===== config.mk =====
export PLATFORM = sky130hd
export DESIGN_NAME = brss_top
export DESIGN_NICKNAME = d
export VERILOG_FILES = /design/src/hdl/brss_pkg.sv /design/src/hdl/brss_top.sv
export SDC_FILE = /design/constraint.sdc
export NUM_CORES = 1
export LEC_CHECK = 0
export ABC_AREA = 1
export BUFFER_PORTS_ARGS = -buffer_cell sky130_fd_sc_hd__buf_2
export CAP_MARGIN = 20
export CELL_PAD_IN_SITES_DETAIL_PLACEMENT = 2
export CELL_PAD_IN_SITES_GLOBAL_PLACEMENT = 2
export CORE_MARGIN = 4
export CORE_UTILIZATION = 32
export CTS_CLUSTER_SIZE = 8
export DETAILED_ROUTE_END_ITERATION = 7
export GPL_ROUTABILITY_DRIVEN = 0
export PLACE_DENSITY_LB_ADDON = 0.1
export SYNTH_ARGS = -nofsm -noshare
export SYNTH_HDL_FRONTEND = slang
export SYNTH_SLANG_ARGS = --single-unit

===== constraint.sdc =====
create_clock -name clk -period 2.1 [get_ports clk]
set_input_delay 0.105 -clock clk [delete_from_list [all_inputs] [get_ports clk]]
set_output_delay 0.105 -clock clk [all_outputs]
set_load 0.01 [all_outputs]

===== src/hdl/brss_pkg.sv =====
// constants and types for the boot, reset and shutdown sequencer
package brss_pkg;
   localparam int CLK_HZ = 100_000_000;
   localparam int OSC_SLOW_HZ = 20_000;
   localparam int OSC_FAST_HZ = 12_000_000;
   localparam int RESET_DELAY_MS = 50;
   localparam int SLOW_DIV_CYCLES = CLK_HZ / OSC_SLOW_HZ;
   localparam int RESET_DELAY_TICKS = RESET_DELAY_MS * OSC_SLOW_HZ / 1000;
   localparam int EEPROM_IMAGE_BYTES = 32768;
   localparam int NUM_CORES = 8;
   localparam int NUM_PINS = 32;
   localparam int HUB_PERIOD = 16;
   localparam int HUB_SLOT = HUB_PERIOD / NUM_CORES;
   localparam int PIN_SCL = 28;
   localparam int PIN_SDA = 29;
   localparam int PIN_TX = 30;
   localparam int PIN_RX = 31;
   localparam logic [7:0] CORE0_ONLY = 8'h01;

   typedef enum logic [2:0] {
      S_SHUT, S_DELAY, S_HOST, S_HXFER, S_EE, S_EELOAD, S_RUN
   } brss_state_t;

   typedef enum logic {IMG_LOADER, IMG_INTERP} brss_img_t;

   // status and pin requests from the boot loader running on core 0
   typedef struct packed {
      logic done;
      logic found;
      logic suspend;
      logic byte_stb;
      logic tx;
      logic scl_low;
      logic sda_low;
   } brss_ldr_t;

   typedef struct packed {
      logic [7:0] enable;
      brss_img_t image;
   } brss_core_t;

   typedef struct packed {
      logic [31:0] oe;
      logic [31:0] out;
   } brss_pins_t;
endpackage : brss_pkg


===== src/hdl/brss_top.sv =====
// boot, reset and shutdown sequencer with hub round-robin
// Operation
// - reset pin low: cores off, pins floating
// - restart begins 50 ms after reset rises
// - strap low makes reset pin weak output
// - oscillator slow first, fast after delay
// - only core zero starts, running loader
// - loader first probes host serial bits
// - host identifies and downloads the program
// - no host: probe EEPROM, copy 32 KB
// - nothing found: stop core, shut down
// - load ok, no suspend: run interpreter
// - bits 28-31 boot use, then general
// - after boot application controls clock, pins, cores
// - shutdown stops clock, all pins input
// - brownout, reset low or restart cause shutdown
// - leave shutdown: supply good, reset high
// - pins and counter readable by all
// - hub round-robin, one slot per 16
`timescale 1ns/1ns
module brss_top #(
   parameter int SLOW_DIV_CYCLES = brss_pkg::SLOW_DIV_CYCLES
) (
   // clock and reset
   input wire logic clk,
   input wire logic rst_n,
   // reset pin and straps
   input wire logic chip_reset_low_pin_in,
   output logic chip_reset_low_pin_out,
   output logic chip_reset_low_pin_oe,
   output logic chip_reset_low_pin_weak,
   input wire logic brownout_detect_enable_low,
   input wire logic supply_below_threshold,
   // oscillator
   output logic osc_fast_sel,
   output logic sys_clock_run,
   // cores and boot loader
   output brss_pkg::brss_core_t core_ctl,
   input wire brss_pkg::brss_ldr_t loader,
   // application controls
   input wire logic app_restart_req,
   input wire logic app_fast_sel,
   input wire logic [7:0] app_core_enable,
   input wire brss_pkg::brss_pins_t app_pins,
   // i/o pins
   input wire logic [31:0] port_in,
   output brss_pkg::brss_pins_t port_drive,
   // shared resources
   output logic [31:0] io_in_shared,
   output logic [31:0] sys_counter,
   output logic [7:0] hub_grant
);
   localparam int DIVW = $clog2(SLOW_DIV_CYCLES + 1);
   localparam logic [DIVW-1:0] DIV_LAST = DIVW'(SLOW_DIV_CYCLES - 1);
   localparam logic [9:0] DLY_LAST = 10'(brss_pkg::RESET_DELAY_TICKS - 1);
   localparam logic [14:0] EE_LAST = 15'(brss_pkg::EEPROM_IMAGE_BYTES - 1);

   brss_pkg::brss_state_t state;
   brss_pkg::brss_state_t next_state;
   logic [34:0] sync_meta;
   logic [34:0] sync_q;
   logic res_low;
   logic bo_raw;
   logic strap_raw;
   logic [1:0] cap_cnt;
   logic strap_low;
   logic bo_trip;
   logic trig;
   logic fail_hold;
   logic [DIVW-1:0] div_cnt;
   logic tick;
   logic [9:0] dly_cnt;
   logic [14:0] ee_cnt;
   logic half;
   logic [2:0] hub_idx;
   logic clk_on;
   logic host_grp;
   logic ee_grp;

   // two-flop synchroniser for pins, reset pin, strap and brownout
   always_ff @(posedge clk or negedge rst_n)
   begin
      if (!rst_n)
      begin
         sync_meta <= 35'h0;
         sync_q <= 35'h0;
      end
      else
      begin
         sync_meta <= {port_in, chip_reset_low_pin_in, brownout_detect_enable_low,
                       supply_below_threshold};
         sync_q <= sync_meta;
      end
   end
   assign res_low = !sync_q[2];
   assign strap_raw = sync_q[1];
   assign bo_raw = sync_q[0];

   // strap caught once, after the synchroniser has filled
   always_ff @(posedge clk or negedge rst_n)
   begin
      if (!rst_n)
      begin
         cap_cnt <= 2'h0;
         strap_low <= 1'b0;
      end
      else if (cap_cnt != 2'h3)
      begin
         cap_cnt <= cap_cnt + 2'h1;
         if (cap_cnt == 2'h2)
            strap_low <= !strap_raw;
      end
   end

   assign bo_trip = strap_low && bo_raw;
   assign trig = res_low || bo_trip || (state == brss_pkg::S_RUN && app_restart_req);

   // reset pin: weak monitor output when brownout detection is on
   always_ff @(posedge clk or negedge rst_n)
   begin
      if (!rst_n)
      begin
         chip_reset_low_pin_oe <= 1'b0;
         chip_reset_low_pin_weak <= 1'b0;
         chip_reset_low_pin_out <= 1'b0;
      end
      else
      begin
         chip_reset_low_pin_oe <= strap_low;
         chip_reset_low_pin_weak <= strap_low;
         chip_reset_low_pin_out <= !bo_trip;
      end
   end

   // slow oscillator tick and reset delay
   assign tick = (state == brss_pkg::S_DELAY) && (div_cnt == DIV_LAST);
   always_ff @(posedge clk or negedge rst_n)
   begin
      if (!rst_n)
      begin
         div_cnt <= '0;
         dly_cnt <= 10'h0;
      end
      else if (state != brss_pkg::S_DELAY)
      begin
         div_cnt <= '0;
         dly_cnt <= 10'h0;
      end
      else
      begin
         div_cnt <= tick ? '0 : div_cnt + 1'b1;
         if (tick)
            dly_cnt <= dly_cnt + 10'h1;
      end
   end

   // image byte counter during eeprom copy
   always_ff @(posedge clk or negedge rst_n)
   begin
      if (!rst_n)
         ee_cnt <= 15'h0;
      else if (state != brss_pkg::S_EELOAD)
         ee_cnt <= 15'h0;
      else if (loader.byte_stb)
         ee_cnt <= ee_cnt + 15'h1;
   end

   // boot failure or suspend holds shutdown until reset pin pulses
   always_ff @(posedge clk or negedge rst_n)
   begin
      if (!rst_n)
         fail_hold <= 1'b0;
      else if (next_state == brss_pkg::S_SHUT && !trig)
         fail_hold <= 1'b1;
      else if (res_low)
         fail_hold <= 1'b0;
   end

   // sequencer
   always_comb
   begin
      next_state = state;
      case (state)
         brss_pkg::S_SHUT:
            if (!res_low && !bo_trip && !fail_hold)
               next_state = brss_pkg::S_DELAY;
         brss_pkg::S_DELAY:
            if (tick && dly_cnt == DLY_LAST)
               next_state = brss_pkg::S_HOST;
         brss_pkg::S_HOST:
            if (loader.done)
               next_state = loader.found ? brss_pkg::S_HXFER : brss_pkg::S_EE;
         brss_pkg::S_HXFER:
            if (loader.done)
               next_state = loader.suspend ? brss_pkg::S_SHUT : brss_pkg::S_RUN;
         brss_pkg::S_EE:
            if (loader.done)
               next_state = loader.found ? brss_pkg::S_EELOAD : brss_pkg::S_SHUT;
         brss_pkg::S_EELOAD:
            if (loader.byte_stb && ee_cnt == EE_LAST)
               next_state = brss_pkg::S_RUN;
         brss_pkg::S_RUN:
            next_state = brss_pkg::S_RUN;
         default:
            next_state = brss_pkg::S_SHUT;
      endcase
      if (trig)
         next_state = brss_pkg::S_SHUT;
   end

   always_ff @(posedge clk or negedge rst_n)
   begin
      if (!rst_n)
         state <= brss_pkg::S_SHUT;
      else
         state <= next_state;
   end

   assign clk_on = next_state != brss_pkg::S_SHUT;
   assign host_grp = next_state inside {brss_pkg::S_HOST, brss_pkg::S_HXFER};
   assign ee_grp = next_state inside {brss_pkg::S_HXFER, brss_pkg::S_EE, brss_pkg::S_EELOAD};

   // oscillator and clock gate
   always_ff @(posedge clk or negedge rst_n)
   begin
      if (!rst_n)
      begin
         sys_clock_run <= 1'b0;
         osc_fast_sel <= 1'b0;
      end
      else
      begin
         sys_clock_run <= clk_on;
         if (next_state == brss_pkg::S_RUN)
            osc_fast_sel <= app_fast_sel;
         else
            osc_fast_sel <= clk_on && next_state != brss_pkg::S_DELAY;
      end
   end

   // core enables and core 0 image
   always_ff @(posedge clk or negedge rst_n)
   begin
      if (!rst_n)
         core_ctl <= '{enable: 8'h0, image: brss_pkg::IMG_LOADER};
      else if (next_state == brss_pkg::S_RUN)
         core_ctl <= '{enable: app_core_enable, image: brss_pkg::IMG_INTERP};
      else if (host_grp || ee_grp)
         core_ctl <= '{enable: brss_pkg::CORE0_ONLY, image: brss_pkg::IMG_LOADER};
      else
         core_ctl <= '{enable: 8'h0, image: brss_pkg::IMG_LOADER};
   end

   // pin drive: boot functions on bits 28-31, application afterwards
   always_ff @(posedge clk or negedge rst_n)
   begin
      if (!rst_n)
         port_drive <= '0;
      else if (next_state == brss_pkg::S_RUN)
         port_drive <= app_pins;
      else
      begin
         port_drive <= '0;
         if (host_grp)
         begin
            port_drive.oe[brss_pkg::PIN_TX] <= 1'b1;
            port_drive.out[brss_pkg::PIN_TX] <= loader.tx;
         end
         if (ee_grp)
         begin
            port_drive.oe[brss_pkg::PIN_SCL] <= loader.scl_low;
            port_drive.oe[brss_pkg::PIN_SDA] <= loader.sda_low;
         end
      end
   end

   // common resources readable by every core
   always_ff @(posedge clk or negedge rst_n)
   begin
      if (!rst_n)
      begin
         io_in_shared <= 32'h0;
         sys_counter <= 32'h0;
      end
      else
      begin
         io_in_shared <= sync_q[34:3];
         if (clk_on)
            sys_counter <= sys_counter + 32'h1;
      end
   end

   // hub runs at half rate: one two-cycle slot per core
   always_ff @(posedge clk or negedge rst_n)
   begin
      if (!rst_n)
      begin
         half <= 1'b0;
         hub_idx <= 3'h0;
      end
      else if (clk_on)
      begin
         half <= !half;
         if (half)
            hub_idx <= hub_idx + 3'h1;
      end
   end

   genvar gi;
   generate
      for (gi = 0; gi < brss_pkg::NUM_CORES; gi++)
      begin : g_grant
         always_ff @(posedge clk or negedge rst_n)
         begin
            if (!rst_n)
               hub_grant[gi] <= 1'b0;
            else
               hub_grant[gi] <= clk_on && hub_idx == 3'(gi);
         end
      end
   endgenerate

   // checks
   int dly_cyc;
   always_ff @(posedge clk or negedge rst_n)
   begin
      if (!rst_n)
         dly_cyc <= 0;
      else
         dly_cyc <= (state == brss_pkg::S_DELAY) ? dly_cyc + 1 : 0;
   end
endmodule : brss_top


==> metrics, run 1 <==
result of the run=finished clean; capturing element type of the critical path=flip-flop; Nets=1550; TritonCTS Buffers=39; top library cells by usage in the layout, fill and taps aside=sky130_fd_sc_hd__buf_2, sky130_fd_sc_hd__dfrtp_1, sky130_fd_sc_hd__nand2_1, sky130_fd_sc_hd__inv_1, sky130_fd_sc_hd__nor2_1; proportion of power drawn by combinational gates=12.5%; final global-route overflow total=0; Final Hold Slack=20.3 ps; vias post-DR=8507; I/O pin count=268; summed instance area of the synthesized netlist=approximately 10000 um2; terminus of the critical flop-to-flop path=port_drive[24]; startpoint types=flip-flop; Clk pin slew, worst setup/hold paths=60 ps; shortest period the worst path allows=1980 ps; standard-cell rows=64; Main synth FF type=sky130_fd_sc_hd__dfrtp_1; hold violation count in the final report=0; Slew Viols, Final=0; maxcap violations=0; layout cell share with drive strength beyond 1=27.8%; post-synthesis async set-or-reset flop share=100%; Lkg Pwr=~7.7 nW; maximum ir drop on the vdd rail=0.000554 V; RSZ-0062 raised after global routing=yes; CTS H-Tree Depth=2; core area=between 30000 and 40000 um2; total number of yosys warnings=0; wire length of the first global-routing pass=60.3 mm; starting density of the core=between 30% and 40%; clk buf depth=3; maximum cell stage delay along the critical path=450 ps; number of instances in the synthesized netlist=approximately 990; setup slack on the worst flop-to-flop path=approximately 120 ps; die area=~35000 um2; number of detailed-route iterations in the first pass=4; endpoint required time on the critical path=2490 ps; switching power total=around 3.7 mW; mean instance size in the synthesized netlist=10.3 um2; worst-case headroom to the max-slew limit=67.3%; power density relative to cell area=920 nW/um2; overall power consumption=13.3 mW; number of I/O port buffers=267; beginning of the worst register-to-register path=state[0]; placed wire-length estimate=24.1 mm; instance count along the most critical hold path=5; relative contribution of the clock network to total power=43.8%; number of filler instances in the final layout=between 3000 and 4000; Slowest-stage cell, CP=sky130_fd_sc_hd__dfrtp_2; Fin Clk Skew=18.3 ps; number of synthesized register bits=268; number of sinks on the clock net=268; switching power share of the total=27.8%; final routed DRC violation total=0; horizontal die dimension=186 um; overall track demand over capacity in global routing=22.7%; largest area contributor in the netlist=sky130_fd_sc_hd__dfrtp_1; number of nets in the synthesized netlist=1115; initial drt markers=339; worst slew pin tran=between 400 and 500 ps; CTS tree=built; drt total wl=40.9 mm; Die Y=186 um; WP buf/inv=4; post-route setup TNS=0 ps; area growth from synthesis to layout=42.7%; number of distinct standard cells referenced by the synthesized netlist=42; fraction of post-synthesis cell area in the top cell type by area=between 60 and 70%; WL/cell=22.4 um; clk_lat worst skew=approximately 540 ps; Highest Clock Rate=0.506 GHz; final design area excluding fillers=~14000 um2; via count of the first global-routing pass=10030; leading cell types by total area after synthesis=sky130_fd_sc_hd__dfrtp_1, sky130_fd_sc_hd__nand2_1, sky130_fd_sc_hd__inv_1; via-per-instance ratio=roughly 4.7; cell-internal power=9.61 mW; crit-path max FO=67; antenna-violating nets left=0; final worst-path cycle share=roughly 94%; root buffer selected by CTS=sky130_fd_sc_hd__clkbuf_16; length in cells of the worst reg-to-reg path=9; Flop pwr share=between 40% and 50%; pin count of the biggest net entering global routing=68; Worst Path Class, Setup=flip-flop to flip-flop; crit path cell chain=inv_2 > nand3_1 > o21ai_2 > inv_1 > nand2_2 > inv_2 > nand2_4 > buf_12 > nor2_1; number of flops mapped to enable cells by yosys=0; Finish-stage setup viols=0; number of antenna violations at the first check in global routing=3; most used cell, CP=sky130_fd_sc_hd__inv_2; sequential fraction of the synthesis area=66.2%; most frequent standard cell in the layout excluding fill and tap cells=sky130_fd_sc_hd__buf_2; WP data arrival=2370 ps; Placement Cell Area=12100 um2; largest delay contributor family on the critical path=buffers and inverters; path class of the lowest-slack min-delay path=primary input to flip-flop; worst hold start=loader[3]; endpoint of the worst hold-timing path=ee_cnt[14]
## worst register-to-register path: cells and delay by family (launching register included)
family                 cells  cell delay (ps)
AND/OR/NAND/NOR            4              580
AO/OA/AOI/OAI              1              190
flip-flops                 1              450
buffers and inverters      4              640
## worst max path at each step
stage / startpoint / end / slack (ps) / cells past startpoint
after global placement: div_cnt[0] / sys_counter[28] / 90 / 12
after detailed placement: div_cnt[0] / half / -30 / 13
after global routing: div_cnt[0] / half / -20 / 12
final: state[0] / port_drive[24] / 120 / 9
after CTS: div_cnt[0] / sys_counter[28] / -40 / 12
after floorplan: sys_counter[0] / sys_counter[28] / 380 / 9
## power groups by stage
stage               registers [mW]  logic, mW  clock network, mW
floorplan                     5.91      0.596                  0
global placement              5.88       1.40                  0
global route                  5.87       1.87               6.27
finish                        5.82       1.66               5.83
CTS                           5.82       1.63               5.88
detailed placement            5.90       1.44                  0
## per-stage QoR
stage	setup slack (ps)	std cells	util [%]
global route	-23.4	1822	46.8
finish	124	1822	46.8
floorplan	380	985	-
CTS	-41.8	1814	46.3
detailed placement	-28.3	1658	39.2
global placement	94.9	1658	39.2
## synth_stat cells, types with 2 or more instances
cell / n
sky130_fd_sc_hd__dfrtp_1: 268
sky130_fd_sc_hd__nand2_1: 190
sky130_fd_sc_hd__inv_1: 155
sky130_fd_sc_hd__nor2_1: 130
sky130_fd_sc_hd__nand3_1: 37
sky130_fd_sc_hd__xor2_1: 30
sky130_fd_sc_hd__o21ai_0: 27
sky130_fd_sc_hd__nor3_1: 25
sky130_fd_sc_hd__a21oi_1: 19
sky130_fd_sc_hd__nand4_1: 14
sky130_fd_sc_hd__ha_1: 12
sky130_fd_sc_hd__o21ai_2: 11
sky130_fd_sc_hd__buf_2: 8
sky130_fd_sc_hd__buf_6: 6
sky130_fd_sc_hd__nor4_1: 6
sky130_fd_sc_hd__inv_2: 5
sky130_fd_sc_hd__and3_1: 3
sky130_fd_sc_hd__buf_4: 3
sky130_fd_sc_hd__nand3_2: 3
sky130_fd_sc_hd__nor2_2: 3
sky130_fd_sc_hd__nor3b_1: 3
sky130_fd_sc_hd__xnor2_1: 3
sky130_fd_sc_hd__a221oi_1: 2
sky130_fd_sc_hd__nand2_2: 2
sky130_fd_sc_hd__o21ai_1: 2
sky130_fd_sc_hd__or2_2: 2
## repair_timing
action,4_1_cts,5_1_grt
endpoints found under the setup margin,15,96
gates cloned,0,1
gates resized for setup,1,23
hold endpoints to repair,344,1
hold buffers,112,1
buffers inserted,0,3
pin swaps,0,3
## metal layers
layer	part of all wire [%]	track usage (%)	routed length, um	up-vias
li1	-	-	-	3882
met1	38	27.0	15700	4285
met2	51	39.6	20800	257
met3	7.4	7.45	3010	81
met4	3.2	6.44	1330	2
met5	0.017	0	7	-
## registers in the layout, indices dropped and copies added, names as in the netlist
signal and count:
fail_hold 1, cap_cnt 2, io_in_shared 32, chip_reset_low_pin_weak 1, strap_low 1, chip_reset_low_pin_out 1
dly_cnt 10, core_ctl 9, sys_clock_run 1, sync_q 35, sync_meta 35, ee_cnt 15
sys_counter 32, hub_idx 3, half 1, div_cnt 13, hub_grant 8, osc_fast_sel 1
port_drive 64, state 3
## kinds of logic after synthesis
group                      Yosys count  synth area share (%)
and+or+nand+nor                    423                  17.9
DFF                                268                  66.2
buffers and inverters              179                  7.39
AOI/OAI and AO/OA                   70                  4.21
xor gates and xnor gates            33                  2.85
adders and majority gates           12                  1.48
## cell type report
cell class,instances,area [um2],area share (%)
diodes,3,7.51,0.0519
clock buffers,41,1000,6.94
clock inverters,3,80.1,0.554
inverters,160,608,4.21
multi-input cells,538,2730,18.9
flip-flops and latches,268,6710,46.4
well taps,396,495,3.43
repair buffers,413,2830,19.5
No activity file was read; power rests on OpenSTA's default activity.
==> run 2: changes to the inputs <==
CAP_MARGIN = 15   (was 20)
GPL_TIMING_DRIVEN = 0   (was unset)
==> run 2 against run 1 <==
Non-clock buffer count down 2. Final area is 0.20% higher. Critical path type unchanged. First-iteration DRC count decreased by 20%. Sequential power barely moved. Sequential share of layout area is 0.092 points lower.
==> metrics, run 2 (synthesis gave the netlist of run 1 again) <==
clk_lat worst skew=540 ps (about the same); Highest Clock Rate=0.505 GHz (-0.28%); hold violation count in the final report=0 (unchanged); crit path setup slack, layout=119 ps (-5.47 ps); cell-internal power=9.54 mW (-0.66%); crit path cell chain=ha_4 > nand2_2 > nor2_4 > nand3_2 > o21bai_2 > nand3_2 > nand2_2 > nand3_4 > buf_4 > clkbuf_16 > nor2_1 > nor2_1; worst-case headroom to the max-slew limit=50.5% (-17 points); number of cells after detailed placement=1649 (-0.54%); length in cells of the worst reg-to-reg path=12 (+3); Fin Clk Skew=35.1 ps (+16.7 ps); clk buf depth=3 (unchanged); overall power consumption=13.2 mW (-0.54%); setup slack on the worst flop-to-flop path=120 ps (about the same); setup slack after placement=-159 ps (-131 ps); antenna-violating nets left=0 (unchanged); WP buf/inv=2 (-2); wire length of the first global-routing pass=62.1 mm (+2.9%); power density relative to cell area=913 nW/um2 (-0.73%); CTS H-Tree Depth=2 (unchanged); Worst Path Class, Setup=flip-flop to flip-flop; final worst-path cycle share=94.3% (+0.26 points); final design area excluding fillers=14500 um2 (+0.20%); path class of the lowest-slack min-delay path=primary input to async pin; Finish-stage setup viols=0 (unchanged); switching power share of the total=27.9% (+0.091 points); core area=30900 um2 (unchanged); shortest period the worst path allows=1980 ps (+5.47 ps); relative contribution of the clock network to total power=43.8% (about the same); RSZ-0062 raised after global routing=yes; initial drt markers=272 (-20%); Final Hold Slack=186 ps (+165 ps); maximum ir drop on the vdd rail=0.000557 V (+0.61%); Die Y=186 um (unchanged); WL/cell=22.1 um (-1.3%); via count of the first global-routing pass=10164 (+1.3%); endpoint required time on the critical path=2500 ps (about the same); switching power total=3.69 mW (-0.21%); number of I/O port buffers=266 (-0.37%); largest registers ranked by flip-flop count=port_drive x64, sync_meta x35, sync_q x35; vias post-DR=8474 (-0.39%); end-of-flow core utilization=46.9% (+0.093 points); post-route insts no fill=1820 (-0.11%); capturing element type of the critical path=flip-flop; placed wire-length estimate=24.3 mm (+0.56%); Nets=1548 (-0.13%); pin count of the biggest net entering global routing=95 (+40%); number of detailed-route iterations in the first pass=4 (unchanged); WP data arrival=2380 ps (about the same); worst slew pin tran=742 ps (+253 ps); Top reg by flops=port_drive; TritonCTS Buffers=39 (unchanged); number of antenna violations at the first check in global routing=2 (-1); Slowest-stage cell, CP=sky130_fd_sc_hd__dfrtp_1; result of the run=finished clean; root buffer selected by CTS=sky130_fd_sc_hd__clkbuf_16; CTS tree=built; number of flip-flops under the largest register name=64 (unchanged); most frequent standard cell in the layout excluding fill and tap cells=sky130_fd_sc_hd__buf_2; horizontal die dimension=186 um (unchanged); crit-path max FO=5 (-93%); path length in cells of the critical path=12 (+3); overall track demand over capacity in global routing=23.6% (+0.85 points); largest delay contributor family on the critical path=simple AND/OR/NAND/NOR gates; maxcap violations=0 (unchanged); Clk pin slew, worst setup/hold paths=50 ps (about the same); via-per-instance ratio=4.66 (-0.28%); die area=34600 um2 (unchanged); layout cell share with drive strength beyond 1=28.4% (+0.58 points); area growth from synthesis to layout=42.9%; startpoint types=flip-flop; post-route setup TNS=0 ps (unchanged); starting density of the core=32.8% (unchanged); top library cells by usage in the layout, fill and taps aside=sky130_fd_sc_hd__buf_2, sky130_fd_sc_hd__dfrtp_1, sky130_fd_sc_hd__nand2_1, sky130_fd_sc_hd__inv_1, sky130_fd_sc_hd__nor2_1; Slew Viols, Final=0 (unchanged); Flop pwr share=44.1% (+0.4 points); maximum cell stage delay along the critical path=410 ps (-40 ps); proportion of power drawn by combinational gates=12.1% (-0.4 points); Placement Cell Area=12000 um2 (-0.67%); Lkg Pwr=7.66 nW (-0.12%); number of sinks on the clock net=268 (unchanged); final global-route overflow total=0 (unchanged); I/O pin count=268 (unchanged); standard-cell rows=64 (unchanged); final routed DRC violation total=0 (unchanged); drt total wl=40.3 mm (-1.4%)
==> run 2: cell types whose count changed in the layout (fill, tap and decap cells not counted), moves of 4 or more <==
| cell | change |
|---|---|
| sky130_fd_sc_hd__inv_2 | +4 |
| sky130_fd_sc_hd__buf_2 | +5 |
| sky130_fd_sc_hd__buf_12 | -4 |
| sky130_fd_sc_hd__buf_4 | -13 |
| sky130_fd_sc_hd__buf_6 | +6 |
==> run 2: cell type report <==
type / count / area [um2]
sequential: 268 / 6710
fill: 3255 / 16400
inverter: 160 / 604
timing repair buffer: 393 / 2640
buffer: 18 / 175
clock buffer: 42 / 997
clock inverter: 3 / 70.1
multi-input combinational: 538 / 2790
tap: 396 / 495
antenna: 2 / 5.00
==> run 2: power by group through the flow <==
stage                     Clock (mW)  Combinational (mW)  Sequential [mW]
after floorplan                    0               0.596             5.91
after global placement             0                1.31             5.90
after detailed placement           0                1.37             5.91
after CTS                       5.84                1.56             5.83
after global routing            6.21                1.79             5.89
final                           5.80                1.60             5.84
==> run 2: timing repair <==
item | 4_1_cts | 5_1_grt
gates resized for setup | 13 | 32
setup endpoints to repair | 73 | 122
gates cloned | 0 | 1
endpoints found under the hold margin | 200 | 0
setup buffers | 3 | 7
pin swaps | 1 | 9
hold buffers | 114 | 0
==> run 2: worst register-to-register path: stages (launching register included) <==
cell                        delay (ps)
sky130_fd_sc_hd__dfrtp_1           410
sky130_fd_sc_hd__ha_4              160
sky130_fd_sc_hd__nand2_2           100
sky130_fd_sc_hd__nor2_4            120
sky130_fd_sc_hd__nand3_2           120
sky130_fd_sc_hd__o21bai_2          170
sky130_fd_sc_hd__nand3_2            90
sky130_fd_sc_hd__nand2_2           110
sky130_fd_sc_hd__nand3_4           130
sky130_fd_sc_hd__buf_4             170
sky130_fd_sc_hd__clkbuf_16         150
sky130_fd_sc_hd__nor2_1             80
sky130_fd_sc_hd__nor2_1             50
==> run 2: per-layer routing <==
metal	routed length, um	vias to the layer above	global-route usage, %
met2	20700	222	41.9
met4	809	0	5.39
met3	2890	50	7.74
li1	-	3893	-
met1	15900	4309	27.9
met5	0	-	0
==> run 2: worst paths after layout <==
check | start | end
setup / recovery | div_cnt[0] | half
hold / removal | rst_n | ee_cnt[2]
setup reg to reg | div_cnt[0] | half
hold reg to reg | sync_meta[27] | sync_q[27]
max in group asynchronous | rst_n | sys_counter[12]
min in group clk | port_in[0] | sync_meta[3]
